===== config.mk =====
export PLATFORM = sky130hd
export DESIGN_NAME = sfs_top
export DESIGN_NICKNAME = d
export VERILOG_FILES = /design/src/core/sfs_queue_mem.v /design/src/core/sfs_top.v
export VERILOG_INCLUDE_DIRS = /design/src /design/src/core
export SDC_FILE = /design/constraint.sdc
export NUM_CORES = 1
export LEC_CHECK = 0
export BUFFER_PORTS_ARGS = -buffer_cell sky130_fd_sc_hd__buf_2
export CAP_MARGIN = 20
export CORE_MARGIN = 1.5
export CORE_UTILIZATION = 40
export DETAILED_ROUTE_END_ITERATION = 7
export GPL_TIMING_DRIVEN = 0
export SLEW_MARGIN = 25
export SYNTH_ARGS = -nofsm -noshare
export SYNTH_HDL_FRONTEND = slang
export SYNTH_SLANG_ARGS = --single-unit

===== constraint.sdc =====
create_clock -name clk_i -period 20.2 [get_ports clk_i]
set_clock_uncertainty 0.05 [all_clocks]
set_input_delay 3.03 -clock clk_i [delete_from_list [all_inputs] [get_ports clk_i]]
set_output_delay 3.03 -clock clk_i [all_outputs]
set_load 0.01 [all_outputs]

===== src/core/sfs_consts.vh =====
// constants shared by the serial access, packet queue and pattern recognizer
// assumes inclusion by bare name from the design files under core/
// Summary of operation
// - frame opens with address byte: write/read bit, then seven address bits, msb first
// - data bytes move msb first, mosi for writes, miso for reads
// - with select low, more bytes follow; queue address stays, others increment
// - select high ends the frame; next frame needs a new address byte
// - on writes, miso returns the register contents before the write
// - shift register serialises queue bytes msb first, assembles received bits into bytes; code assembles in packet mode only
// - the packet queue holds exactly 66 bytes
// - not-empty low only when empty; during reads updated at select falling edge
// - full is high exactly when every queue location is occupied
// - writing into a full queue drops byte, sets overrun; clearing it empties queue
// - packet sent rises once the shift register sent its final bit
// - level flag compares fill with threshold on queue access, invalid after full
// - queue kept or cleared on mode changes as the mode table says
// - recognizer runs only when enabled; continuous mode also needs bit synchroniser
// - recognizer shifts received bits continuously and flags a pattern match
// - earliest bit meets bit 7 of first byte, latest bit 0 of last
// - match flag clears when receive is left or the queue empties
// - pattern length one to eight bytes; same pattern is sent first in transmit; code sends it in packet mode only
// - up to the programmed tolerance of zero to seven bit errors still match
// - mosi sampled on rising serial clock, miso driven on falling edge
// - miso released while select is high; transfers start with select falling
`ifndef SFS_CONSTS_VH
`define SFS_CONSTS_VH

`define SFS_QUEUE_DEPTH   7'h42
`define SFS_QUEUE_LAST    7'h41
`define SFS_QUEUE_ADDR    7'h00
`define SFS_BYTE_LAST     3'h7
`define SFS_PAT_BYTES     4'h8

`define SFS_MODE_SLEEP    3'h0
`define SFS_MODE_STDBY    3'h1
`define SFS_MODE_FS       3'h2
`define SFS_MODE_TX       3'h3
`define SFS_MODE_RX       3'h4

`endif


===== src/core/sfs_queue_mem.v =====
// byte memory behind the packet queue, one write port and one registered read port
// assumes the caller keeps addresses below the queue depth
`timescale 1ns/1ns
`include "sfs_consts.vh"
module sfs_queue_mem (
  input  wire       clk_i,
  input  wire       we_i,
  input  wire [6:0] waddr_i,
  input  wire [7:0] wdata_i,
  input  wire       re_i,
  input  wire [6:0] raddr_i,
  output reg  [7:0] rdata_o
);
  reg [7:0] mem [0:`SFS_QUEUE_LAST];

  always @(posedge clk_i) begin
    if (we_i) begin
      mem[waddr_i] <= wdata_i;
    end
    if (re_i) begin
      rdata_o <= mem[raddr_i];
    end
  end
endmodule


===== src/core/sfs_top.v =====
// serial register access, 66-byte packet queue with shift register, and pattern recognizer
// assumes: serial pins, bit clock and received bit come from outside and are synchronised here;
// register contents live outside, reached through reg_addr_o / reg_we_o / reg_rdata_i
`timescale 1ns/1ns
`include "sfs_consts.vh"
module sfs_top (
  input  wire        clk_i,
  input  wire        nrst_i,
  input  wire        sck_i,
  input  wire        mosi_i,
  input  wire        slave_select_n_i,
  output reg         miso_o,
  output reg         miso_oe_n_o,
  output reg  [6:0]  reg_addr_o,
  output reg  [7:0]  reg_wdata_o,
  output reg         reg_we_o,
  input  wire [7:0]  reg_rdata_i,
  input  wire [2:0]  mode_i,
  input  wire        packet_mode_i,
  input  wire        bitsync_enable_i,
  input  wire [6:0]  queue_level_threshold_i,
  input  wire        queue_overrun_clear_i,
  input  wire        pattern_detect_enable_i,
  input  wire [2:0]  pattern_length_i,
  input  wire [2:0]  pattern_error_tolerance_i,
  input  wire [63:0] pattern_value_i,
  input  wire [15:0] bit_rate_div_i,
  input  wire        rx_bit_clk_i,
  input  wire        rx_bit_i,
  output reg         tx_bit_o,
  output reg         queue_not_empty_o,
  output reg         queue_full_o,
  output reg         queue_overrun_flag_o,
  output reg         queue_level_flag_o,
  output reg         packet_sent_flag_o,
  output reg         pattern_match_flag_o
);
  localparam TX_IDLE  = 3'h0;
  localparam TX_PAT   = 3'h1;
  localparam TX_FETCH = 3'h2;
  localparam TX_WAIT  = 3'h3;
  localparam TX_SHIFT = 3'h4;
  localparam TX_DONE  = 3'h5;

  // queue pointer step with wrap at the fixed depth
  function [6:0] ptr_inc;
    input [6:0] p;
    begin
      ptr_inc = (p == `SFS_QUEUE_LAST) ? 7'h00 : p + 7'h01;
    end
  endfunction

  function [6:0] ones64;
    input [63:0] v;
    integer k;
    begin
      ones64 = 7'h00;
      for (k = 0; k < 64; k = k + 1) begin
        ones64 = ones64 + {6'h00, v[k]};
      end
    end
  endfunction

  reg rst_s1, rst_n;
  always @(posedge clk_i or negedge nrst_i) begin
    if (!nrst_i) begin
      rst_s1 <= 1'b0;
      rst_n  <= 1'b0;
    end else begin
      rst_s1 <= 1'b1;
      rst_n  <= rst_s1;
    end
  end

  // pin synchronisers; the third stage only serves edge detection
  reg sck_s1, sck_s2, sck_s3, mosi_s1, mosi_s2, nss_s1, nss_s2, nss_s3;
  reg bclk_s1, bclk_s2, bclk_s3, rxb_s1, rxb_s2;
  always @(posedge clk_i or negedge rst_n) begin
    if (!rst_n) begin
      {sck_s1, sck_s2, sck_s3, mosi_s1, mosi_s2} <= 5'h00;
      {nss_s1, nss_s2, nss_s3} <= 3'h7;
      {bclk_s1, bclk_s2, bclk_s3, rxb_s1, rxb_s2} <= 5'h00;
    end else begin
      sck_s1  <= sck_i;
      sck_s2  <= sck_s1;
      sck_s3  <= sck_s2;
      mosi_s1 <= mosi_i;
      mosi_s2 <= mosi_s1;
      nss_s1  <= slave_select_n_i;
      nss_s2  <= nss_s1;
      nss_s3  <= nss_s2;
      bclk_s1 <= rx_bit_clk_i;
      bclk_s2 <= bclk_s1;
      bclk_s3 <= bclk_s2;
      rxb_s1  <= rx_bit_i;
      rxb_s2  <= rxb_s1;
    end
  end

  wire sck_rise = sck_s2 & ~sck_s3;
  wire sck_fall = ~sck_s2 & sck_s3;
  wire nss_fall = ~nss_s2 & nss_s3;
  wire bit_tick = bclk_s2 & ~bclk_s3;

  // queue state
  reg  [6:0] wr_ptr, rd_ptr, count;
  reg        level_frozen, hold_ne;
  reg  [2:0] prev_mode;
  wire [7:0] mem_rdata;
  wire       in_rx = (mode_i == `SFS_MODE_RX);
  wire       in_tx = (mode_i == `SFS_MODE_TX);

  // serial side
  reg  [2:0] spi_bits;
  reg  [7:0] spi_in, spi_out, spi_cap;
  reg        spi_have_addr, spi_wnr, spi_fetch, spi_fetch_d, spi_fetch_dd, spi_from_q;
  reg  [6:0] spi_addr;
  reg        spi_push;
  reg  [7:0] spi_push_data;
  wire [7:0] spi_byte = {spi_in[6:0], mosi_s2};
  wire       spi_is_q = (spi_addr == `SFS_QUEUE_ADDR);

  // shift register side
  reg  [2:0] tx_state;
  reg  [7:0] tx_sr;
  reg  [2:0] tx_bits;
  reg  [3:0] tx_pat_idx;
  reg  [15:0] div_cnt;
  reg        tx_tick;
  reg  [7:0] rx_sr;
  reg  [2:0] rx_bits;
  reg        rx_push;
  reg  [63:0] hist;

  wire spi_pop  = spi_fetch & spi_is_q & ~spi_wnr & (count != 7'h00);
  wire tx_pop   = (tx_state == TX_FETCH) & (count != 7'h00);
  wire pop      = in_tx ? tx_pop : spi_pop;
  wire push_req = in_rx ? rx_push : spi_push;
  wire push_ok  = push_req & (count != `SFS_QUEUE_DEPTH);
  wire overrun  = push_req & (count == `SFS_QUEUE_DEPTH);
  wire [7:0] push_data = in_rx ? rx_sr : spi_push_data;

  // mode table: entering rx from stdby or sleep, rx to tx, and leaving tx clear the queue
  wire low_prev   = (prev_mode == `SFS_MODE_SLEEP) | (prev_mode == `SFS_MODE_STDBY);
  wire mode_clear = (mode_i != prev_mode) &
                    ((in_rx & low_prev) | ((prev_mode == `SFS_MODE_RX) & in_tx) |
                     (prev_mode == `SFS_MODE_TX));
  wire q_clear    = mode_clear | (queue_overrun_clear_i & queue_overrun_flag_o);

  wire [6:0] next_count = q_clear ? 7'h00 :
                          (push_ok & ~pop) ? count + 7'h01 :
                          (pop & ~push_ok) ? count - 7'h01 : count;

  sfs_queue_mem u_mem (
    .clk_i   (clk_i),
    .we_i    (push_ok & ~q_clear),
    .waddr_i (wr_ptr),
    .wdata_i (push_data),
    .re_i    (pop),
    .raddr_i (rd_ptr),
    .rdata_o (mem_rdata)
  );

  always @(posedge clk_i or negedge rst_n) begin
    if (!rst_n) begin
      wr_ptr               <= 7'h00;
      rd_ptr               <= 7'h00;
      count                <= 7'h00;
      prev_mode            <= `SFS_MODE_SLEEP;
      level_frozen         <= 1'b0;
      hold_ne              <= 1'b0;
      queue_not_empty_o    <= 1'b0;
      queue_full_o         <= 1'b0;
      queue_overrun_flag_o <= 1'b0;
      queue_level_flag_o   <= 1'b0;
    end else begin
      prev_mode <= mode_i;
      count     <= next_count;
      if (q_clear) begin
        wr_ptr <= 7'h00;
        rd_ptr <= 7'h00;
      end else begin
        if (push_ok) begin
          wr_ptr <= ptr_inc(wr_ptr);
        end
        if (pop) begin
          rd_ptr <= ptr_inc(rd_ptr);
        end
      end
      // set beats a clear arriving in the same cycle
      queue_overrun_flag_o <= overrun | (queue_overrun_flag_o & ~queue_overrun_clear_i);
      queue_full_o <= (next_count == `SFS_QUEUE_DEPTH);
      // host reads hold not-empty until the next select falling edge, a push or a queue clear
      if (spi_pop & ~in_tx) begin
        hold_ne <= 1'b1;
      end else if (nss_fall | q_clear | push_ok) begin
        hold_ne <= 1'b0;
      end
      if (!(hold_ne | (spi_pop & ~in_tx)) | nss_fall | q_clear | push_ok) begin
        queue_not_empty_o <= (next_count != 7'h00);
      end
      if (next_count == 7'h00) begin
        level_frozen <= 1'b0;
      end else if (next_count == `SFS_QUEUE_DEPTH) begin
        level_frozen <= 1'b1;
      end
      if (q_clear) begin
        queue_level_flag_o <= 1'b0;
      end else if ((push_ok | pop) & ~level_frozen) begin
        queue_level_flag_o <= (next_count > queue_level_threshold_i);
      end
    end
  end

  // serial frames; the sync path adds about six clocks, so sck must stay below roughly clk/12
  always @(posedge clk_i or negedge rst_n) begin
    if (!rst_n) begin
      spi_bits      <= 3'h0;
      spi_in        <= 8'h00;
      spi_out       <= 8'h00;
      spi_cap       <= 8'h00;
      spi_have_addr <= 1'b0;
      spi_wnr       <= 1'b0;
      spi_addr      <= 7'h00;
      spi_fetch     <= 1'b0;
      spi_fetch_d   <= 1'b0;
      spi_fetch_dd  <= 1'b0;
      spi_from_q    <= 1'b0;
      spi_push      <= 1'b0;
      spi_push_data <= 8'h00;
      reg_addr_o    <= 7'h00;
      reg_wdata_o   <= 8'h00;
      reg_we_o      <= 1'b0;
      miso_o        <= 1'b0;
      miso_oe_n_o   <= 1'b1;
    end else begin
      spi_push     <= 1'b0;
      reg_we_o     <= 1'b0;
      spi_fetch    <= 1'b0;
      spi_fetch_d  <= spi_fetch;
      spi_fetch_dd <= spi_fetch_d;
      miso_oe_n_o  <= nss_s2;
      if (nss_s2) begin
        spi_bits      <= 3'h0;
        spi_have_addr <= 1'b0;
        spi_out       <= 8'h00;
        miso_o        <= 1'b0;
      end else begin
        if (sck_rise) begin
          spi_in   <= spi_byte;
          spi_bits <= spi_bits + 3'h1;
          if (spi_bits == `SFS_BYTE_LAST) begin
            spi_fetch <= 1'b1;
            if (!spi_have_addr) begin
              spi_have_addr <= 1'b1;
              spi_wnr       <= spi_byte[7];
              spi_addr      <= spi_byte[6:0];
            end else begin
              if (spi_wnr & spi_is_q) begin
                spi_push      <= 1'b1;
                spi_push_data <= spi_byte;
              end else if (spi_wnr) begin
                reg_we_o    <= 1'b1;
                reg_wdata_o <= spi_byte;
              end
              if (!spi_is_q) begin
                spi_addr <= spi_addr + 7'h01;
              end
            end
          end
        end
        if (sck_fall) begin
          miso_o  <= spi_out[7];
          spi_out <= {spi_out[6:0], 1'b0};
        end
        // byte for the next data slot is fetched before the write lands
        if (spi_fetch) begin
          reg_addr_o <= spi_addr;
          spi_from_q <= spi_pop;
        end
        if (spi_fetch_d) begin
          spi_cap <= reg_rdata_i;
        end
        if (spi_fetch_dd) begin
          spi_out <= spi_from_q ? mem_rdata : (spi_is_q ? 8'h00 : spi_cap);
        end
      end
    end
  end

  // transmit bit rate enable
  always @(posedge clk_i or negedge rst_n) begin
    if (!rst_n) begin
      div_cnt <= 16'h0000;
      tx_tick <= 1'b0;
    end else begin
      tx_tick <= 1'b0;
      if (!in_tx || div_cnt >= bit_rate_div_i) begin
        div_cnt <= 16'h0000;
        tx_tick <= in_tx;
      end else begin
        div_cnt <= div_cnt + 16'h0001;
      end
    end
  end

  // transmit: optional pattern bytes, then queue bytes until the queue runs dry
  always @(posedge clk_i or negedge rst_n) begin
    if (!rst_n) begin
      tx_state           <= TX_IDLE;
      tx_sr              <= 8'h00;
      tx_bits            <= 3'h0;
      tx_pat_idx         <= 4'h0;
      tx_bit_o           <= 1'b0;
      packet_sent_flag_o <= 1'b0;
    end else if (!in_tx) begin
      tx_state           <= TX_IDLE;
      tx_bit_o           <= 1'b0;
      packet_sent_flag_o <= 1'b0;
    end else begin
      case (tx_state)
        TX_IDLE: begin
          tx_pat_idx <= 4'h0;
          tx_state   <= (packet_mode_i & pattern_detect_enable_i) ? TX_PAT : TX_FETCH;
        end
        TX_PAT: begin
          tx_sr      <= pattern_value_i[8'd63 - {tx_pat_idx[2:0], 3'h0} -: 8];
          tx_pat_idx <= tx_pat_idx + 4'h1;
          tx_bits    <= 3'h0;
          tx_state   <= TX_SHIFT;
        end
        TX_FETCH: begin
          tx_state <= (count != 7'h00) ? TX_WAIT : TX_DONE;
        end
        TX_WAIT: begin
          tx_sr    <= mem_rdata;
          tx_bits  <= 3'h0;
          tx_state <= TX_SHIFT;
        end
        TX_SHIFT: begin
          if (tx_tick) begin
            tx_bit_o <= tx_sr[7];
            tx_sr    <= {tx_sr[6:0], 1'b0};
            tx_bits  <= tx_bits + 3'h1;
            if (tx_bits == `SFS_BYTE_LAST) begin
              if ((tx_pat_idx != 4'h0) && (tx_pat_idx <= {1'b0, pattern_length_i})) begin
                tx_state <= TX_PAT;
              end else begin
                tx_pat_idx <= `SFS_PAT_BYTES;
                tx_state   <= TX_FETCH;
              end
            end
          end
        end
        TX_DONE: begin
          // wait one bit period so the last bit has left before flagging
          if (tx_tick) begin
            packet_sent_flag_o <= 1'b1;
          end
        end
        default: tx_state <= TX_IDLE;
      endcase
    end
  end

  // receive: pattern search on every bit; in packet mode, byte assembly into the queue after a match
  wire        rx_active  = in_rx & pattern_detect_enable_i & (packet_mode_i | bitsync_enable_i);
  wire [63:0] next_hist  = {hist[62:0], rxb_s2};
  wire [5:0]  pat_shift  = {3'h7 - pattern_length_i, 3'h0};
  wire [63:0] pat_expect = pattern_value_i >> pat_shift;
  wire [63:0] pat_mask   = {64{1'b1}} >> pat_shift;
  wire [6:0]  pat_errs   = ones64((next_hist ^ pat_expect) & pat_mask);
  wire        pat_hit    = rx_active & bit_tick & (pat_errs <= {4'h0, pattern_error_tolerance_i});
  wire        capture    = in_rx & packet_mode_i & (pattern_match_flag_o | ~pattern_detect_enable_i);

  always @(posedge clk_i or negedge rst_n) begin
    if (!rst_n) begin
      hist                 <= 64'h0000000000000000;
      rx_sr                <= 8'h00;
      rx_bits              <= 3'h0;
      rx_push              <= 1'b0;
      pattern_match_flag_o <= 1'b0;
    end else begin
      rx_push <= 1'b0;
      if (bit_tick) begin
        hist <= next_hist;
      end
      // a fresh match beats the clear that an emptying queue would give; leaving rx always clears
      if (pat_hit) begin
        pattern_match_flag_o <= 1'b1;
      end else if (!in_rx || (count != 7'h00 && next_count == 7'h00)) begin
        pattern_match_flag_o <= 1'b0;
      end
      if (!capture) begin
        rx_bits <= 3'h0;
      end else if (bit_tick) begin
        rx_sr   <= {rx_sr[6:0], rxb_s2};
        rx_bits <= rx_bits + 3'h1;
        rx_push <= (rx_bits == `SFS_BYTE_LAST);
      end
    end
  end
endmodule


==> results.py <==
metrics = {
    "status": {
        "status": "finished, violations left",
        "violations": "design-rule violations",
    },
    "finish": {
        "fin_nets": 2971,
        "fillers": 7832,
        "fin_util": 0.462,
        "syn2layout_area_growth_pct": 14.1,
        "reg_top3": "u_mem.mem: 528 flops, hist: 63 flops, div_cnt: 16 flops",
        "drive_gt1_frac": 0.199,
        "finalNonFillerCells": 3970,
        "antenna_cells": 0,
        "largest_reg_flops": 528,
        "largest-register": "u_mem.mem",
        "fin_area_um2": 41000,
    },
    "power_and_ir_drop": {
        "p_leak_nw": 15.1,
        "power_density_nw_per_um2": 113,
        "ir_worst_vdd_v": 0.000385,
        "p_int_mw": 3.18,
        "seqPwrFrac": 0.366,
        "power_frac_clock": 0.319,
        "power.share.combinational": 0.315,
        "p_sw_mw": 1.46,
        "switching_share": 0.314,
    },
    "worst_setup_path": {
        "crit_required_ns": 20.70,
        "crit_path_max_fanout": 10,
        "critPathLaunchType": "input port",
        "r2r_cells": 19,
        "end_kind": "flip-flop",
        "r2r_slack_ns": 12.85,
        "r2r_end": "pattern_match_flag_o",
        "crit_type": "in2reg",
        "critPathArrivalTime_ns": 12.38,
        "worst_r2r_startpoint": "hist[20]",
    },
    "synth": {
        "synth_area_um2": 35900,
        "synthFlopType": "edfxtp_1",
        "synth_cells": 2509,
        "avgSynthCellArea_um2": 14.3,
        "synth.most_common_cell": "edfxtp_1",
        "synthArstFlopShare": 0.294,
        "synth.top_cell.area_share": 0.448,
        "yosys_register_bits": 759,
        "synth_area_leaders": "edfxtp_1 (45%), dfrtp_1 (15%), mux4_2 (13%)",
        "synth_edf_count": 536,
        "synth_top_area_cell": "edfxtp_1",
        "synth_top_cells_by_count": "edfxtp_1 (536), nand2_1 (350), dfrtp_1 (220)",
        "ys_seq_area_frac": 0.604,
        "syn_nets": 2741,
        "ys_types": 69,
        "yosysWarnings": 0,
    },
    "cts": {
        "clock_sink_count": 759,
        "cts_root_buf": "clkbuf_16",
        "holdBufCountCts": 0,
        "cts_buffers": 81,
        "htree_levels": 3,
        "cts.clk_slew.worst_paths_ns": 0.06,
        "clk_latency_ns": 0.65,
        "cts_setup_buffers": 0,
        "cts_resized": 0,
        "cts_tree": "yes",
        "clk_path_buf_depth": 3,
    },
    "die": {
        "ios": 140,
        "row_count": 109,
        "core_um2": 88600,
        "die_h_um": 303,
        "die_area_um2": 91600,
        "die_width_um": 303,
        "start_util": 0.405,
    },
    "sta": {
        "fmax_mhz": 84.2,
        "hold_viol": 0,
        "setup_tns_ns": 0,
        "rsz0062_at_grt": "no",
        "drv_slew": 0,
        "relSlewSlack": 0.339,
        "fin_crit_sh": 0.588,
        "setup_violations": 0,
        "tightest_slew_ns": 0.992,
        "layout_min_cycle_time_ns": 11.88,
    },
    "global_routing": {
        "grtUsageMet2": 0.335,
        "busiest_layer": "met2",
        "met1_usage": 0.291,
        "grt_pass1_wl_um": 143000,
        "antenna_found_initial": 1,
        "grt_max_degree": 67,
        "grt_overflow": 0,
        "first_global_vias": 22400,
        "grtUsageTotal": 0.208,
        "grt_use_met3": 0.0405,
    },
    "drt": {
        "avgRoutedWirePerCell_um": 23.9,
        "num_vias": 22300,
        "ant_nets": 0,
        "dr.pass1.iters": 8,
        "drtIter0Drc": 2110,
        "vias_per_cell": 5.62,
        "route.detailed.drc": 18,
        "routed_wl_um": 94900,
    },
    "run": {
        "cap_viol_max_count": 0,
    },
    "place": {
        "place_hpwl_um": 67300,
        "routabilityCongestion": 0.924,
        "placed_area_um2": 38300,
        "place_inst": 3821,
        "io_buffers": 138,
    },
    "min_path": {
        "hold_class": "reg2async",
    },
}
[power by group through the flow]
stage | combinational, mW | clock [mW] | sequential, mW
floorplan | 1.10 | 0 | 1.72
global placement | 1.42 | 0 | 1.74
detailed placement | 1.46 | 0 | 1.73
CTS | 1.48 | 1.51 | 1.70
global route | 1.71 | 1.57 | 1.70
finish | 1.46 | 1.48 | 1.70
[metrics by stage]
step / power [mW] / hold WS [ns] / setup slack, ns
floorplan: 2.82 / 0.281 / 9.69
global placement: 3.16 / 0.287 / 7.81
detailed placement: 3.19 / 0.286 / 7.76
CTS: 4.69 / 0.299 / 8.40
global route: 4.98 / 0.310 / 8.06
finish: 4.64 / 0.295 / 8.32
[worst max-delay path, cell delays in order]
cell	delay (ns)
buf_2	0.12
clkbuf_1	0.64
buf_1	0.70
clkbuf_1	0.57
buf_1	0.51
a21oi_1	0.13
mux2i_1	0.16
o22ai_1	0.12
fa_1	0.64
inv_1	0.08
fa_1	0.51
inv_1	0.06
fa_1	0.50
fa_1	0.57
fa_1	0.46
fa_1	0.54
fa_1	0.53
fa_1	0.51
ha_1	0.25
fa_1	0.48
ha_1	0.30
nor2b_1	0.13
o21a_1	0.15
o21ai_0	0.21
nand4_1	0.30
o211ai_1	0.17
[cell type report]
cell class	instances	area, µm²	share of cell area
Clock inverter	48	508	0.0124
Buffer	130	542	0.0132
Sequential cell	759	21700	0.529
Timing Repair Buffer	147	893	0.0218
Inverter	104	393	0.00959
Clock buffer	101	2150	0.0525
Multi-Input combinational cell	1516	13400	0.326
Tap cell	1165	1460	0.0356
[how the worst max path moves through the flow]
stage / from / endpoint / depth (start not counted)
after floorplan: pattern_length_i[0] / pattern_match_flag_o / 25
after global placement: pattern_length_i[0] / pattern_match_flag_o / 26
after detailed placement: pattern_length_i[0] / pattern_match_flag_o / 26
after CTS: pattern_length_i[0] / pattern_match_flag_o / 26
after global routing: pattern_length_i[0] / pattern_match_flag_o / 26
final: pattern_length_i[0] / pattern_match_flag_o / 26
[layer usage]
metal	wire length [µm]	vias up
met1	39700	11400
li1	-	9782
met4	2120	2
met2	45100	1006
met3	7960	147
met5	13	-
[cells in the final DEF, fill, tap and decap left out, types with 25 or more instances in the layout]
master | Yosys | final
inv_1 | 101 | 101
dfrtp_1 | 220 | 219
mux4_2 | 210 | 210
o21ai_0 | 74 | 74
a21oi_1 | 100 | 100
edfxtp_1 | 536 | 536
mux2i_1 | 64 | 64
fa_1 | 54 | 54
buf_2 | 6 | 144
xnor2_1 | 60 | 60
a211oi_1 | 38 | 38
clkbuf_16 | 0 | 81
ha_1 | 63 | 63
nor2_1 | 181 | 181
clkbuf_1 | 97 | 112
nand2_1 | 350 | 342
nor2b_1 | 34 | 34
xor2_1 | 25 | 25
mux2_2 | 42 | 42
nand3_1 | 47 | 47
[cell families after synthesis]
family          Yosys count  share of synthesized area
buf+inv                 234                     0.0260
simple gates            701                     0.0845
other cells               1                   0.000104
xor+xnor                 85                     0.0207
mux                     316                      0.163
flops                   759                      0.604
compound gates          295                     0.0498
fa+ha+maj               118                     0.0524
Note: power is estimated with default switching activity, not from simulation.
